`src/usli_pkg.sv`:
```
// Purpose: Constants and types shared by the line status and interrupt identification block
// Assumes: Eight-bit register bus with a three-bit register index
// Notes: Offsets are register indices on the plain register port

package usli_pkg;

    // ------------------------------------------------------------
    // Register indices
    // ------------------------------------------------------------
    localparam int ADDR_W = 3;
    localparam logic [2:0] OFS_DATA = 3'h0;    // Receive buffer read, holding register write
    localparam logic [2:0] OFS_IRQ_EN = 3'h1;  // Interrupt enables
    localparam logic [2:0] OFS_IDENT = 3'h2;   // Read: identification, write: queue control
    localparam logic [2:0] OFS_LINE = 3'h5;    // Line condition flags
    localparam logic [2:0] OFS_MODEM = 3'h6;   // Modem status, decoded elsewhere

    // ------------------------------------------------------------
    // Line condition flag positions and reset value
    // ------------------------------------------------------------
    localparam int LF_READY = 0;
    localparam int LF_OVERRUN = 1;
    localparam int LF_PARITY = 2;
    localparam int LF_STOP = 3;
    localparam int LF_BREAK = 4;
    localparam int LF_THR_EMPTY = 5;
    localparam int LF_ALL_IDLE = 6;
    localparam int LF_SUMMARY = 7;
    localparam logic [7:0] LINE_RESET = 8'h60;

    // ------------------------------------------------------------
    // Interrupt enable positions, queue control, identification layout
    // ------------------------------------------------------------
    localparam int IE_RX_READY = 0;
    localparam int IE_THR_EMPTY = 1;
    localparam int IE_LINE = 2;
    localparam int IE_MODEM = 3;
    localparam logic [3:0] IRQ_EN_RESET = 4'h0;
    localparam int QC_ENABLE = 0;
    localparam logic [1:0] IDENT_ZERO_BITS = 2'h0;
    localparam logic [3:0] UPPER_ZERO = 4'h0;

    // Identification codes in bits 3..0, bit 0 low while pending
    localparam logic [3:0] ID_NONE = 4'h1;
    localparam logic [3:0] ID_LINE = 4'h6;
    localparam logic [3:0] ID_RX_DATA = 4'h4;
    localparam logic [3:0] ID_TIMEOUT = 4'hc;
    localparam logic [3:0] ID_THR_EMPTY = 4'h2;
    localparam logic [3:0] ID_MODEM = 4'h0;

    // Character times of silence before a receive timeout
    localparam logic [2:0] TIMEOUT_CHARS = 3'h4;
    localparam logic [2:0] COUNT_ONE = 3'h1;

    // Identification presentation states
    typedef enum logic [1:0] {
        ST_LIVE = 2'b01,
        ST_FROZEN = 2'b10
    } usli_ident_state_type;

endpackage

```
`src/usli_line_status.sv`:
```
// Purpose: Line condition flags and prioritised interrupt identification of a serial element
// Assumes: All event inputs come from receive, transmit and modem logic on the same clock
// Notes: Receive buffer, holding register and modem status data are served elsewhere

`timescale 1ns/1ns
`default_nettype none

module usli_line_status
    import usli_pkg::*;
(
    // Clock, reset and freeze
    input wire logic clock,
    input wire logic reset,
    input wire logic enable,
    // Register port
    input wire logic [ADDR_W-1:0] reg_addr,
    input wire logic [7:0] reg_wdata,
    input wire logic reg_write,
    input wire logic reg_read,
    output logic [7:0] reg_rdata,
    // Receive side events and queue state
    input wire logic rx_char_done,
    input wire logic rx_char_parity_bad,
    input wire logic rx_char_stop_bad,
    input wire logic rx_char_break,
    input wire logic rx_queue_empty,
    input wire logic rx_queue_full,
    input wire logic rx_queue_at_trigger,
    input wire logic rx_head_parity_bad,
    input wire logic rx_head_stop_bad,
    input wire logic rx_head_break,
    input wire logic rx_queue_has_errors,
    input wire logic char_time_tick,
    // Transmit side state
    input wire logic tx_holding_to_shift,
    input wire logic tx_shift_idle,
    input wire logic tx_queue_empty,
    // Modem side
    input wire logic modem_status_pending,
    // Interrupt and mode outputs
    output logic irq_output,
    output logic queue_mode_enable
);

    // ------------------------------------------------------------
    // Register port decode
    // ------------------------------------------------------------
    logic line_read;
    logic line_write;
    logic data_read;
    logic hold_write;
    logic ident_read;
    logic ctrl_write;
    logic enable_write;

    assign line_read = reg_read && (reg_addr == OFS_LINE);
    assign line_write = reg_write && (reg_addr == OFS_LINE);
    assign data_read = reg_read && (reg_addr == OFS_DATA);
    assign hold_write = reg_write && (reg_addr == OFS_DATA);
    assign ident_read = reg_read && (reg_addr == OFS_IDENT);
    assign ctrl_write = reg_write && (reg_addr == OFS_IDENT);
    assign enable_write = reg_write && (reg_addr == OFS_IRQ_EN);

    // ------------------------------------------------------------
    // Status flags
    // ------------------------------------------------------------
    logic rx_char_ready;
    logic overrun;
    logic rx_parity_fault;
    logic rx_stop_bit_fault;
    logic rx_line_break;
    logic tx_holding_empty;
    logic tx_all_idle;
    logic rx_queue_error_summary;
    logic [3:0] irq_enable;
    logic thr_irq_pending;
    logic [2:0] char_time_count;
    logic timeout_pending;
    logic next_rx_char_ready;
    logic next_overrun;
    logic next_rx_parity_fault;
    logic next_rx_stop_bit_fault;
    logic next_rx_line_break;
    logic next_tx_holding_empty;
    logic next_tx_all_idle;
    logic next_rx_queue_error_summary;
    logic next_queue_mode_enable;
    logic [3:0] next_irq_enable;
    logic next_thr_irq_pending;
    logic [2:0] next_char_time_count;
    logic [3:0] shown_code;
    logic [7:0] line_value;

    assign line_value = {rx_queue_error_summary, tx_all_idle, tx_holding_empty, rx_line_break,
                         rx_stop_bit_fault, rx_parity_fault, overrun, rx_char_ready};
    assign timeout_pending = queue_mode_enable && !rx_queue_empty
                             && (char_time_count == TIMEOUT_CHARS);

    // Next flag values; a hardware set always beats a software clear in the same cycle
    always_comb begin
        next_queue_mode_enable = queue_mode_enable;
        if (ctrl_write) begin
            next_queue_mode_enable = reg_wdata[QC_ENABLE];
        end
        next_irq_enable = irq_enable;
        if (enable_write) begin
            next_irq_enable = reg_wdata[3:0];
        end
        if (queue_mode_enable) begin
            next_rx_char_ready = !rx_queue_empty;
            next_overrun = (rx_char_done && rx_queue_full) || (overrun && !line_read);
            // Error bits belong to the head character only
            next_rx_parity_fault = rx_head_parity_bad && !rx_queue_empty;
            next_rx_stop_bit_fault = rx_head_stop_bad && !rx_queue_empty;
            next_rx_line_break = rx_head_break && !rx_queue_empty;
            next_tx_holding_empty = tx_queue_empty;
            next_tx_all_idle = tx_queue_empty && tx_shift_idle;
            // Summary stays up while errors remain, otherwise drops on a line read
            next_rx_queue_error_summary = rx_queue_has_errors
                || (rx_queue_error_summary && !line_read);
        end else begin
            next_rx_char_ready = rx_char_done
                || (rx_char_ready && !data_read
                    && !(line_write && !reg_wdata[LF_READY]));
            next_overrun = (rx_char_done && rx_char_ready) || (overrun && !line_read);
            next_rx_parity_fault = (rx_char_done && rx_char_parity_bad)
                || (rx_parity_fault && !line_read);
            next_rx_stop_bit_fault = (rx_char_done && rx_char_stop_bad)
                || (rx_stop_bit_fault && !line_read);
            next_rx_line_break = (rx_char_done && rx_char_break)
                || (rx_line_break && !line_read);
            next_tx_holding_empty = tx_holding_to_shift
                || (tx_holding_empty && !hold_write);
            next_tx_all_idle = next_tx_holding_empty && tx_shift_idle;
            next_rx_queue_error_summary = 1'b0;
        end
        // Holding-empty interrupt arms on a rising flag or on enabling it while empty
        next_thr_irq_pending = thr_irq_pending;
        if (ident_read && (shown_code == ID_THR_EMPTY)) begin
            next_thr_irq_pending = 1'b0;
        end
        if (hold_write) begin
            next_thr_irq_pending = 1'b0;
        end
        if ((next_tx_holding_empty && !tx_holding_empty)
            || (enable_write && reg_wdata[IE_THR_EMPTY] && !irq_enable[IE_THR_EMPTY]
                && tx_holding_empty)) begin
            next_thr_irq_pending = 1'b1;
        end
        // Idle character times, restarted by any receive or buffer read
        next_char_time_count = char_time_count;
        if (rx_char_done || data_read || rx_queue_empty) begin
            next_char_time_count = 3'h0;
        end else if (char_time_tick && (char_time_count != TIMEOUT_CHARS)) begin
            next_char_time_count = char_time_count + COUNT_ONE;
        end
    end

    // Status registers, frozen while enable is low
    always_ff @(posedge clock or posedge reset) begin
        if (reset) begin
            rx_char_ready <= LINE_RESET[LF_READY];
            overrun <= LINE_RESET[LF_OVERRUN];
            rx_parity_fault <= LINE_RESET[LF_PARITY];
            rx_stop_bit_fault <= LINE_RESET[LF_STOP];
            rx_line_break <= LINE_RESET[LF_BREAK];
            tx_holding_empty <= LINE_RESET[LF_THR_EMPTY];
            tx_all_idle <= LINE_RESET[LF_ALL_IDLE];
            rx_queue_error_summary <= LINE_RESET[LF_SUMMARY];
            queue_mode_enable <= 1'b0;
            irq_enable <= IRQ_EN_RESET;
            thr_irq_pending <= 1'b0;
            char_time_count <= 3'h0;
        end else if (enable) begin
            rx_char_ready <= next_rx_char_ready;
            overrun <= next_overrun;
            rx_parity_fault <= next_rx_parity_fault;
            rx_stop_bit_fault <= next_rx_stop_bit_fault;
            rx_line_break <= next_rx_line_break;
            tx_holding_empty <= next_tx_holding_empty;
            tx_all_idle <= next_tx_all_idle;
            rx_queue_error_summary <= next_rx_queue_error_summary;
            queue_mode_enable <= next_queue_mode_enable;
            irq_enable <= next_irq_enable;
            thr_irq_pending <= next_thr_irq_pending;
            char_time_count <= next_char_time_count;
        end
    end

    // ------------------------------------------------------------
    // Interrupt ranking, freeze and read data
    // ------------------------------------------------------------
    usli_ident_state_type ident_state;
    usli_ident_state_type next_ident_state;
    logic [3:0] held_code;
    logic [3:0] next_held_code;
    logic [3:0] live_code;
    logic [7:0] next_reg_rdata;
    logic next_irq_output;
    logic line_src;
    logic rx_data_src;
    logic timeout_src;
    logic thr_src;
    logic modem_src;
    logic held_active;

    assign line_src = irq_enable[IE_LINE]
        && (overrun || rx_parity_fault || rx_stop_bit_fault || rx_line_break);
    assign rx_data_src = irq_enable[IE_RX_READY]
        && (queue_mode_enable ? rx_queue_at_trigger : rx_char_ready);
    assign timeout_src = irq_enable[IE_RX_READY] && timeout_pending;
    assign thr_src = irq_enable[IE_THR_EMPTY] && thr_irq_pending;
    assign modem_src = irq_enable[IE_MODEM] && modem_status_pending;
    assign shown_code = (ident_state == ST_FROZEN) ? held_code : live_code;

    // Ranking, fixed order keeps the data path shallow
    always_comb begin
        if (line_src) begin
            live_code = ID_LINE;
        end else if (rx_data_src) begin
            live_code = ID_RX_DATA;
        end else if (timeout_src) begin
            live_code = ID_TIMEOUT;
        end else if (thr_src) begin
            live_code = ID_THR_EMPTY;
        end else if (modem_src) begin
            live_code = ID_MODEM;
        end else begin
            live_code = ID_NONE;
        end
        case (held_code)
            ID_LINE: held_active = line_src;
            ID_RX_DATA: held_active = rx_data_src;
            ID_TIMEOUT: held_active = timeout_src;
            ID_THR_EMPTY: held_active = thr_src;
            ID_MODEM: held_active = modem_src;
            default: held_active = 1'b0;
        endcase
    end

    // Freeze on an identification read, release once the held source is serviced
    always_comb begin
        next_ident_state = ident_state;
        next_held_code = held_code;
        case (ident_state)
            ST_LIVE: begin
                if (ident_read && (live_code != ID_NONE)) begin
                    next_ident_state = ST_FROZEN;
                    next_held_code = live_code;
                end
            end
            ST_FROZEN: begin
                if (!held_active) begin
                    next_ident_state = ST_LIVE;
                    next_held_code = ID_NONE;
                end
            end
            default: begin
                next_ident_state = ST_LIVE;
                next_held_code = ID_NONE;
            end
        endcase
        next_irq_output = (shown_code != ID_NONE);
        // Read data shows the value from before any read side effect
        case (reg_addr)
            OFS_LINE: next_reg_rdata = line_value;
            OFS_IDENT: next_reg_rdata = {queue_mode_enable, queue_mode_enable,
                                         IDENT_ZERO_BITS, shown_code};
            OFS_IRQ_EN: next_reg_rdata = {UPPER_ZERO, irq_enable};
            default: next_reg_rdata = 8'h00;
        endcase
        if (!reg_read) begin
            next_reg_rdata = 8'h00;
        end
    end

    // Identification and port registers
    always_ff @(posedge clock or posedge reset) begin
        if (reset) begin
            ident_state <= ST_LIVE;
            held_code <= ID_NONE;
            irq_output <= 1'b0;
            reg_rdata <= 8'h00;
        end else if (enable) begin
            ident_state <= next_ident_state;
            held_code <= next_held_code;
            irq_output <= next_irq_output;
            reg_rdata <= next_reg_rdata;
        end
    end
endmodule

`default_nettype wire

```
`config.mk`:
```
export PLATFORM = sky130hd
export DESIGN_NAME = usli_line_status
export DESIGN_NICKNAME = d
export VERILOG_FILES = /design/src/usli_pkg.sv /design/src/usli_line_status.sv
export SDC_FILE = /design/constraint.sdc
export NUM_CORES = 1
export LEC_CHECK = 0
export ABC_AREA = 1
export BUFFER_PORTS_ARGS = -buffer_cell sky130_fd_sc_hd__buf_2
export CAP_MARGIN = 20
export CORE_AREA = 2 2 77 79
export CTS_BUF_LIST = sky130_fd_sc_hd__clkbuf_4
export DETAILED_ROUTE_END_ITERATION = 10
export DIE_AREA = 0 0 79 81
export SYNTH_ARGS = -nofsm -noshare
export SYNTH_HDL_FRONTEND = slang
export SYNTH_SLANG_ARGS = --single-unit
```
`constraint.sdc`:
```
create_clock -name clock -period 1.6 [get_ports clock]
set_input_delay 0 -clock clock [delete_from_list [all_inputs] [get_ports clock]]
set_output_delay 0 -clock clock [all_outputs]
set_load 0.01 [all_outputs]
```
Word level (Yosys, flattened, before mapping) --
Cells that the tools add are included.
Word-level totals: register bits 32, input bits 32, logic and storage cells 133
Cells by class: add/subtract/negate cells 1, equality and inequality tests 16, muxes and demuxes 29, reduce and logical (&&, ||, !) cells 71
Operators with widths (count):
- $logic_and A1 B1 Y1 | 40
- $mux W4 | 6
- $pmux W8 S3 | 1
- $logic_or A1 B1 Y1 | 14
- $mux W1 | 13
- $eq A4 B2 Y1 const B | 2
- $eq A4 B3 Y1 const B | 2
- $logic_not A1 Y1 | 8
- $mux W8 | 1
- $ne A4 B1 Y1 const B | 2
- $pmux W4 S2 | 1
- $reduce_and A2 Y1 | 4
- $eq A3 B3 Y1 const B | 2
- $mux W2 | 3
- $mux W3 | 2
- $pmux W1 S5 | 1
- $eq A4 B4 Y1 const B | 1
- $logic_not A4 Y1 | 1
- $ne A2 B2 Y1 const B | 2
- $pmux W2 S2 | 1
- $add A3 B1 Y3 const B | 1
- $eq A3 B1 Y1 const B | 1
- $eq A3 B2 Y1 const B | 1
- $logic_not A3 Y1 | 1
- 6 further kinds | 6

Logic depth before layout (Yosys ltp) --
Gate-level depths: netlist of run 1.
depth in word-level cells 13, depth in mapped cells 14, depth with buffers taken out 14

Worst setup path after synthesis of run 1 --
Ideal clock, no wire load.
path kind reg2reg, start point reg char_time_count[0], end point reg held_code[3], library setup time 0.118 ns, data arrival time 1.358 ns, required time 1.482 ns, setup slack 0.124 ns, cell stages (with the launch flop) 12, clock period less this slack 1.476 ns, cells stage by stage dfrtp_1 > inv_1 > ha_1 > nand2_1 > nor2_1 > nor2_1 > nand3_1 > nand2_1 > a21oi_2 > nand2_4 > nand2_1 > o21ai_2
Between the ends: longest elaborated chain between the ends 10, elaborated cells on any way between the ends 14
RTL lines:
- from (decl) | RTL line usli_line_status.sv:77 | logic [2:0] char_time_count;
- from (signal assigned) | RTL line usli_line_status.sv:186 | char_time_count <= next_char_time_count;
- $eq A3 B3 Y1 * | RTL line usli_line_status.sv:97 | && (char_time_count == TIMEOUT_CHARS);
- $logic_and A1 B1 Y1 * | RTL line usli_line_status.sv:97
- $logic_and A1 B1 Y1 * | RTL line usli_line_status.sv:211 | assign timeout_src = irq_enable[IE_RX_READY] && timeout_pending;
- $mux W4 | RTL line usli_line_status.sv:222 | end else if (timeout_src) begin
- $mux W4 | RTL line usli_line_status.sv:220 | end else if (rx_data_src) begin
- $mux W4 | RTL line usli_line_status.sv:218 | if (line_src) begin
- $ne A4 B1 Y1 | RTL line usli_line_status.sv:247 | if (ident_read && (live_code != ID_NONE)) begin
- $logic_and A1 B1 Y1 | RTL line usli_line_status.sv:247
- $ne A2 B2 Y1 (no line)
- $reduce_and A3 Y1 (no line)
- to (signal assigned) | RTL line usli_line_status.sv:286 | held_code <= next_held_code;
- to (decl) | RTL line usli_line_status.sv:195 | logic [3:0] held_code;
Mark *: on every way between the ends. The rest lies on a longest branch, timed or not. The select of a mux whose other input is x is not followed. A chain may end at the register's enable or synchronous reset.

Worst setup path after layout of run 1 --
start point reg char_time_count[1], end point reg held_code[3]
Same word-level chain as after synthesis.

==> results of run 1 <==
-- cells by family (layout without fill, tap and decap cells) --
| group | after synthesis | count (layout) | synth area share (%) |
|---|---|---|---|
| DFF | 32 | 32 | 44.2 |
| adders and majority gates | 2 | 2 | 1.37 |
| and+or+nand+nor | 123 | 124 | 28.6 |
| buffers and inverters | 40 | 113 | 8.44 |
| AOI/OAI and AO/OA | 48 | 48 | 16.9 |
| xor gates and xnor gates | 1 | 1 | 0.480 |
-- power breakdown --
group	internal [mW]	switching (mW)	total [mW]
registers	0.983	0.139	1.12
clock network	0.319	0.303	0.622
logic	0.422	0.581	1.00
-- state kept, by name (all words and copies together), names as in the netlist, 2 cells and up --
name,flops
reg_rdata,8
held_code,4
irq_enable,4
char_time_count,3
ident_state,2
-- worst max-delay path, delay by kind of cell (launching register included) --
family	cells	cell delay, ns
adders and majority gates	1	0.14
AOI/OAI and AO/OA	4	0.36
buffers and inverters	2	0.16
DFF	1	0.41
and+or+nand+nor	5	0.49
-- cells in the final DEF, fill, tap and decap left out, types with 5 or more instances in the layout --
cell type and instances:
a21oi_1 6, nor2_1 15, buf_2 37, nand3_1 12
inv_1 32, o21ai_2 6, buf_4 19, clkbuf_4 5
nand2_2 11, dlygate4sd3_1 13, dfrtp_1 27, o21ai_0 16
nand2_1 71
-- how the worst max path moves through the flow --
stage	end	slack, ns	cells after the start
2_1_floorplan	held_code[3]$_DFFE_PP0P_	0.12	11
3_3_place_gp	thr_irq_pending$_DFFE_PP0P_	-0.008	14
3_5_place_dp	reg_rdata[2]$_DFFE_PP0P_	-0.04	11
4_1_cts	held_code[3]$_DFFE_PP0P_	-0.02	12
5_1_grt	held_code[1]$_DFFE_PP0P_	-0.15	12
6_report	held_code[3]$_DFFE_PP0P_	-0.01	12
-- per-layer routing --
layer  vias to the layer above  global-route usage (%)  share of wire [%]
met2                        43                    28.3                 48
met4                         0                    5.34                1.1
met3                         6                    4.22                3.9
met1                       899                    23.2                 47
met5                         -                       0                  0
li1                        946                       -                  -
-- synth_stat cells (2+ instances only) --
cell and count:
a21oi_1 6, a22o_1 2, a32o_1 4, buf_2 3
dfrtp_1 28, dfstp_2 4, ha_1 2, inv_1 35
nand2_1 80, nand2_2 3, nand3_1 14, nand4_1 2
nor2_1 17, o211ai_1 3, o21ai_0 18, o21ai_1 2
o21ai_2 4, o22ai_1 4, or2_2 2
-- stage by stage --
| stage | worst slack (ns) | hold slack (ns) | utilization [%] | instances | area [um2] |
|---|---|---|---|---|---|
| after floorplan | 0.124 | 0.104 | - | 246 | 1820 |
| after global placement | -0.00807 | 0.107 | 38.4 | 367 | 2180 |
| after detailed placement | -0.0395 | 0.114 | 38.4 | 367 | 2180 |
| after CTS | -0.0243 | 0.00234 | 42.7 | 390 | 2420 |
| after global routing | -0.153 | 0.0315 | 44.9 | 395 | 2550 |
| final | -0.0120 | 0.0106 | 44.9 | 395 | 2550 |
-- what timing repair did --
item / 4_1_cts / 5_1_grt
hold buffers: 13 / 0
endpoints found under the hold margin: 40 / 0
pin swaps: 4 / 11
buffers inserted: 1 / 6
gates resized for setup: 7 / 25
gates cloned: 1 / 0
endpoints found under the setup margin: 8 / 12
-- final cells by class --
class | count | area [um2]
clock buffer | 5 | 37.5
clock inverter | 3 | 37.5
fill | 605 | 3130
inverter | 36 | 138
multi-input combinational | 175 | 977
sequential | 32 | 807
tap | 75 | 93.8
timing repair buffer | 69 | 458
==> results.sh, run 1 <==
export IMPL_startpoint="char_time_count[1]$_DFFE_PP0P_"
export IMPL_layout_nets=353
export IMPL_initial_utilization_pct=32.1
export IMPL_start_kind="flop"
export IMPL_crit_required_ns=1.88
export IMPL_timing_rr_start="char_time_count[1]$_DFFE_PP0P_"
export IMPL_hold_viol_final=0
export IMPL_tns_ns=-0.0188
export IMPL_clock_sinks=32
export IMPL_maxSlewViolCount=0
export IMPL_min_to="queue_mode_enable$_DFFE_PP0P_"
export IMPL_setup_slack_ns=-0.0120
export IMPL_clk_latency_ns=0.35
export IMPL_slew_limit_headroom_pct=68.8
export IMPL_grt_usage_pct=17.5
export IMPL_min_delay_start="reg_write"
export IMPL_finalWirelength_mm=5.20
export IMPL_htree_num_levels=2
export IMPL_root_buffer="clkbuf_4"
export IMPL_ys_ff_latch=32
export IMPL_avgSynthCellArea_um2=7.42
export IMPL_finalPower_mw=2.75
export IMPL_syn_inst=246
export IMPL_synth_edf_count=0
export IMPL_path_cells="inv_2 -> ha_4 -> nand2_4 -> inv_4 -> nand3_4 -> o21ai_2 -> o21ai_2 -> o31ai_2 -> nand2_2 -> nand2_4 -> nand2_2 -> o21ai_2"
export IMPL_setup_viol=4
export IMPL_cts_buffers=5
export IMPL_antenna_found_initial=0
export IMPL_yosysUniqueCellTypes=32
export IMPL_min_period_over_period_pct=101
export IMPL_syn2layout_area_growth_pct=39.7
export IMPL_yosysWarnings=0
export IMPL_vdd_drop_max_uv=455
export IMPL_r2r_cells=12
export IMPL_clock_path_buffers=2
export IMPL_p_leak_nw=1.30
export IMPL_synth_area_um2=1820
export IMPL_grt_start_max_net_pins=33
export IMPL_ys_top_cells_by_area="dfrtp_1 (38%), nand2_1 (16%), inv_1 (7.2%)"
export IMPL_grt_pass1_wl_mm=8.56
export IMPL_yosysTopAreaCellShare_pct=38.4
export IMPL_drc=0
export IMPL_first_pass_iters=4
export IMPL_hold_path_class="in -> reg"
export IMPL_status="complete, but fails checks"
export IMPL_cpPeakStageDelay_ns=0.41
export IMPL_crit_arrival_ns=1.89
export IMPL_first_iter_violations=113
export IMPL_port_buffers=37
export IMPL_failed_checks="negative setup slack"
export IMPL_vias=1894
export IMPL_die_w_um=79
export IMPL_grt_overflow_total=0
export IMPL_maxCapViolations=0
export IMPL_wire_per_inst_um=13.2
export IMPL_drive_above_1_share_pct=32.8
export IMPL_worstSetupPathType="reg -> reg"
export IMPL_synth_top_flop_cell="dfrtp_1"
export IMPL_holdPathStages=3
export IMPL_num_rows=28
export IMPL_cp_end_kind="flop"
export IMPL_synth_top_area_cell="dfrtp_1"
export IMPL_ios=42
export IMPL_async_reset_ff_share_pct=100
export IMPL_p_per_area_nw_per_um2=1080
export IMPL_tightestPinTransition_ns=0.466
export IMPL_seq_area_frac_synth_pct=44.2
export IMPL_syn_nets=280
export IMPL_grt_pass1_vias=1809
export IMPL_cp_max_fo=5
export IMPL_reg2reg_to="held_code[3]$_DFFE_PP0P_"
export IMPL_diodes=0
export IMPL_rsz0062_at_grt="yes"
export IMPL_die_h_um=81
export IMPL_clk_pin_slew_ns=0.10
export IMPL_hpwl_mm=3.57
export IMPL_dieArea_um2=6400
export IMPL_core_area_um2=5680
export IMPL_min_period_ns=1.61
export IMPL_vias_per_cell=4.79
export IMPL_cts_tree="yes"
export IMPL_gp_congestion=0.835
export IMPL_crit_slowest_cell="dfrtp_1"
export IMPL_clock_skew_final_ns=0.0132
export IMPL_r2r_setup_slack_ns=-0.01
export IMPL_antenna_left=0
export IMPL_clock_fmax_mhz=620
export IMPL_critPathMostFrequentCell="o21ai_2"
(Power assumes the default switching activity.)
==> inputs of run 2 (changes only) <==
Settings changed: CORE_AREA 2 2 77 79 to 2 2 79 81, DIE_AREA 0 0 79 81 to 0 0 81 83, HOLD_SLACK_MARGIN set to 0.03.
==> results.sh, run 2 (same netlist as run 1, synthesis figures left out) <==
export IMPL_status="complete, but fails checks"
export IMPL_failed_checks="negative setup slack"
export IMPL_rsz0062_at_grt="yes"
export IMPL_antenna_left=0
export IMPL_regMostFlops="reg_rdata"
export IMPL_cp_max_fo=5
export IMPL_num_rows=28
export IMPL_min_period_over_period_pct=102
export IMPL_root_buffer="clkbuf_4"
export IMPL_crit_path_end="held_code[2]$_DFFE_PP0P_"
export IMPL_p_per_area_nw_per_um2=998
export IMPL_timing_rr_start="char_time_count[1]$_DFFE_PP0P_"
export IMPL_grt_usage_pct=16.5
export IMPL_first_iter_violations=145
export IMPL_clock_sinks=32
export IMPL_grt_pass1_wl_mm=8.64
export IMPL_clk_latency_ns=0.34
export IMPL_cts_tree="yes"
export IMPL_crit_slowest_cell="dfrtp_1"
export IMPL_startpoint="char_time_count[1]$_DFFE_PP0P_"
export IMPL_post_route_cell_area_um2=2540
export IMPL_setup_slack_ns=-0.0308
export IMPL_p_leak_nw=1.30
export IMPL_largest_reg_flops=8
export IMPL_min_period_ns=1.63
export IMPL_clock_skew_final_ns=0.00987
export IMPL_vias_per_cell=4.74
export IMPL_gp_congestion=0.860
export IMPL_port_buffers=37
export IMPL_clock_path_buffers=2
export IMPL_clock_fmax_mhz=613
export IMPL_dieArea_um2=6720
export IMPL_start_kind="flop"
export IMPL_die_w_um=81
export IMPL_cpPeakStageDelay_ns=0.41
export IMPL_cts_buffers=5
export IMPL_maxSlewViolCount=0
export IMPL_dpl_cell_count=365
export IMPL_reg_top3="reg_rdata x8, held_code x4, irq_enable x4"
export IMPL_maxCapViolations=0
export IMPL_hold_viol_final=0
export IMPL_antenna_found_initial=0
export IMPL_drive_above_1_share_pct=31.0
export IMPL_worstSetupPathType="reg -> reg"
export IMPL_r2r_setup_slack_ns=-0.03
export IMPL_layoutNonFillerInstCount=398
export IMPL_first_pass_iters=4
export IMPL_vias=1886
export IMPL_path_cells="inv_2 -> ha_4 -> nand2_4 -> inv_4 -> nand3_4 -> o21ai_2 -> o21ai_1 -> o31ai_1 -> nand2_2 -> nand2_4 -> nand2_1 -> o21ai_2"
export IMPL_layout_commonest_cell="nand2_1"
export IMPL_fillerInstances=622
export IMPL_diodes=0
export IMPL_whs_ns=0.0482
export IMPL_htree_num_levels=2
export IMPL_final_cell_mix="nand2_1 (72), buf_2 (37), inv_1 (32)"
export IMPL_syn2layout_area_growth_pct=39.2
export IMPL_clk_pin_slew_ns=0.11
export IMPL_hold_path_class="in -> reg"
export IMPL_crit_required_ns=1.87
export IMPL_grt_pass1_vias=1868
export IMPL_initial_utilization_pct=31.4
export IMPL_vdd_drop_max_uv=325
export IMPL_r2r_cells=12
export IMPL_setup_viol=6
export IMPL_drc=0
export IMPL_crit_arrival_ns=1.90
export IMPL_placed_cell_area_um2=2170
export IMPL_finalWirelength_mm=5.19
export IMPL_layout_nets=356
export IMPL_cp_end_kind="flop"
export IMPL_grt_overflow_total=0
export IMPL_core_area_um2=5820
export IMPL_ios=42
export IMPL_hpwl_mm=3.55
export IMPL_tns_ns=-0.138
export IMPL_die_h_um=83
export IMPL_slew_limit_headroom_pct=72.1
export IMPL_reg2reg_to="held_code[2]$_DFFE_PP0P_"
export IMPL_wire_per_inst_um=13.0
export IMPL_grt_start_max_net_pins=33
export IMPL_tightestPinTransition_ns=0.418
## run 2: layout make-up
class / instances / area (um2) / area share (%)
flip-flops and latches: 32 / 807 / 31.8
inverters: 36 / 140 / 5.52
well taps: 75 / 93.8 / 3.69
repair buffers: 72 / 490 / 19.3
clock buffers: 5 / 37.5 / 1.48
clock inverters: 3 / 13.8 / 0.542
multi-input cells: 175 / 957 / 37.7
## run 2: worst max-delay path: cells and delay by family, from the launching register on
family | cells | cell delay (ns)
AO/OA/AOI/OAI | 4 | 0.35
adder cells (fa/ha/maj) | 1 | 0.14
flip-flops | 1 | 0.41
AND/OR/NAND/NOR | 5 | 0.50
buffers and inverters | 2 | 0.16
## run 2: routing by layer
metal	part of all wire, %	track usage, %	up-vias	wire [um]
met2	48	26.0	65	2470
met4	1.1	5.08	0	59
met1	45	21.9	869	2310
met5	0	0	-	0
li1	-	-	946	-
met3	6.7	4.46	6	347
## run 2: what timing repair did
item | in CTS | in global routing
setup buffers | 2 | 5
gates resized for setup | 10 | 17
cloned | 1 | 0
setup endpoints to repair | 7 | 13
endpoints found under the hold margin | 41 | 0
pin swaps | 4 | 7
hold buffers | 17 | 0
## run 2: stage by stage
step / util (%) / total power, mW / setup slack, ns
after floorplan: - / 1.67 / 0.124
final: 43.7 / 2.54 / -0.0308
after global routing: 43.7 / 2.75 / -0.147
after detailed placement: 37.3 / 1.94 / -0.0220
after CTS: 41.9 / 2.48 / -0.00260
after global placement: 37.3 / 1.93 / -0.00206
## run 2: how the worst min path moves through the flow
stage,from,to,slack [ns],cells past startpoint
2_1_floorplan,tx_shift_idle,tx_all_idle$_DFFE_PP1P_,0.10,2
3_3_place_gp,reset,reg_rdata[4]$_DFFE_PP0P_,0.11,3
3_5_place_dp,reset,reg_rdata[3]$_DFFE_PP0P_,0.12,3
4_1_cts,rx_char_parity_bad,rx_parity_fault$_DFFE_PP0P_,0.04,4
5_1_grt,rx_queue_full,overrun$_DFFE_PP0P_,0.04,4
6_report,rx_queue_full,overrun$_DFFE_PP0P_,0.05,4
## run 2: power breakdown
group	internal, mW	switching [mW]
logic	0.396	0.572
clock network	0.161	0.296
registers	0.983	0.128
total	1.54	0.996
==> inputs of run 3 (changes only) <==
Clock period 1.6 ns to 1.7 ns, I/O delays scaled along.
==> results.sh, run 3 (same netlist as run 1, synthesis figures left out) <==
export IMPL_hpwl_mm=3.60
export IMPL_gp_congestion=0.835
export IMPL_status="finished clean"
export IMPL_root_buffer="clkbuf_4"
export IMPL_grt_start_max_net_pins=33
export IMPL_reg_top3="reg_rdata x8, held_code x4, irq_enable x4"
export IMPL_crit_required_ns=1.98
export IMPL_antenna_left=0
export IMPL_place_ws_ns=0.0149
export IMPL_clock_path_buffers=2
export IMPL_first_iter_violations=119
export IMPL_maxSlewViolCount=0
export IMPL_initial_utilization_pct=31.4
export IMPL_slew_limit_headroom_pct=70.6
export IMPL_grt_usage_pct=16.1
export IMPL_hold_path_class="in -> reg"
export IMPL_grt_overflow_total=0
export IMPL_drc=0
export IMPL_largest_reg_flops=8
export IMPL_regMostFlops="reg_rdata"
export IMPL_clk_pin_slew_ns=0.10
export IMPL_crit_arrival_ns=1.94
export IMPL_finalPower_mw=2.37
export IMPL_hold_viol_final=0
export IMPL_timing_rr_start="char_time_count[1]$_DFFE_PP0P_"
export IMPL_clock_fmax_mhz=604
export IMPL_dieArea_um2=6720
export IMPL_htree_num_levels=2
export IMPL_num_rows=28
export IMPL_p_leak_nw=1.27
export IMPL_die_h_um=83
export IMPL_clock_sinks=32
export IMPL_core_area_um2=5820
export IMPL_worstSetupPathType="reg -> reg"
export IMPL_drive_above_1_share_pct=28.6
export IMPL_vias=1863
export IMPL_port_buffers=37
export IMPL_cp_end_kind="flop"
export IMPL_antenna_found_initial=0
export IMPL_layout_nets=351
export IMPL_reg2reg_to="ident_state[0]$_DFFE_PP1P_"
export IMPL_first_pass_iters=4
export IMPL_ios=42
export IMPL_r2r_cells=12
export IMPL_layout_commonest_cell="nand2_1"
export IMPL_maxCapViolations=0
export IMPL_diodes=0
export IMPL_start_kind="flop"
export IMPL_finalWirelength_mm=5.09
export IMPL_r2r_setup_slack_ns=0.05
export IMPL_cp_max_fo=5
export IMPL_startpoint="char_time_count[1]$_DFFE_PP0P_"
export IMPL_vias_per_cell=4.74
export IMPL_wire_per_inst_um=12.9
export IMPL_syn2layout_area_growth_pct=36.3
export IMPL_rsz0062_at_grt="yes"
export IMPL_clock_skew_final_ns=0.00362
export IMPL_setup_viol=0
export IMPL_holdPathStages=4
export IMPL_die_w_um=81
export IMPL_min_period_ns=1.65
export IMPL_min_period_over_period_pct=97.3
export IMPL_p_per_area_nw_per_um2=954
export IMPL_final_cell_mix="nand2_1 (75), buf_2 (36), inv_1 (33)"
export IMPL_clk_latency_ns=0.34
export IMPL_cts_tree="yes"
export IMPL_grt_pass1_wl_mm=8.36
export IMPL_vdd_drop_max_uv=521
export IMPL_setup_slack_ns=0.0451
export IMPL_cts_buffers=5
export IMPL_tightestPinTransition_ns=0.439
export IMPL_min_delay_start="rx_char_parity_bad"
export IMPL_grt_pass1_vias=1812
export IMPL_min_to="rx_parity_fault$_DFFE_PP0P_"
## run 3: repair_timing
action                                  CTS  global route
hold buffers                             18             0
hold endpoints to repair                 44             0
setup buffers                             0             5
endpoints found under the setup margin    0            13
gates resized for setup                   0            21
## run 3: routing by layer
| metal | GRT usage [%] | vias up | share of wire [%] |
|---|---|---|---|
| met4 | 6.32 | 0 | 0.79 |
| met3 | 3.37 | 7 | 6.5 |
| li1 | - | 940 | - |
| met2 | 24.2 | 61 | 48 |
| met1 | 22.4 | 855 | 45 |
| met5 | 0 | - | 0 |
## run 3: area by class of cell
class / count / area, um2
Sequential cell: 32 / 807
Timing Repair Buffer: 67 / 458
Clock inverter: 3 / 13.8
Tap cell: 75 / 93.8
Multi-Input combinational cell: 175 / 941
Inverter: 36 / 135
Clock buffer: 5 / 37.5
Fill cell: 609 / 3330
## run 3: critical path, cell delays in order (launching register included)
cell and delay (ns):
dfrtp_1 0.39, inv_1 0.08, ha_2 0.19, nand2_4 0.06
inv_2 0.09, nand3_4 0.09, o21ai_1 0.14, o21ai_1 0.10
o31ai_2 0.07, nand2_2 0.14, nand2_4 0.13, nand2_1 0.06
nand2_1 0.06
## run 3: power by group
| part | total [mW] | leakage [nW] | switching, mW | internal (mW) |
|---|---|---|---|---|
| registers | 1.04 | 0.395 | 0.115 | 0.925 |
| clock network | 0.415 | 0.0324 | 0.264 | 0.151 |
| logic | 0.915 | 0.848 | 0.545 | 0.370 |
## run 3: worst max-delay path by stage
stage,endpoint,slack (ns),cells after the start
5_1_grt,ident_state[1]$_DFFE_PP0P_,-0.08,12
3_5_place_dp,thr_irq_pending$_DFFE_PP0P_,0.01,14
2_1_floorplan,held_code[3]$_DFFE_PP0P_,0.22,11
6_report,ident_state[0]$_DFFE_PP1P_,0.05,12
3_3_place_gp,thr_irq_pending$_DFFE_PP0P_,0.05,14
4_1_cts,thr_irq_pending$_DFFE_PP0P_,0.002,14
## run 3: stage by stage
step	setup TNS [ns]	utilization (%)	cells	hold WS, ns	instance area (um2)
after detailed placement	0	36.7	361	0.121	2140
after CTS	0	40.7	387	0.0409	2370
after floorplan	0	-	246	0.104	1820
after global routing	-0.435	42.7	393	0.0753	2490
final	0	42.7	393	0.0616	2490
after global placement	0	36.7	361	0.108	2140
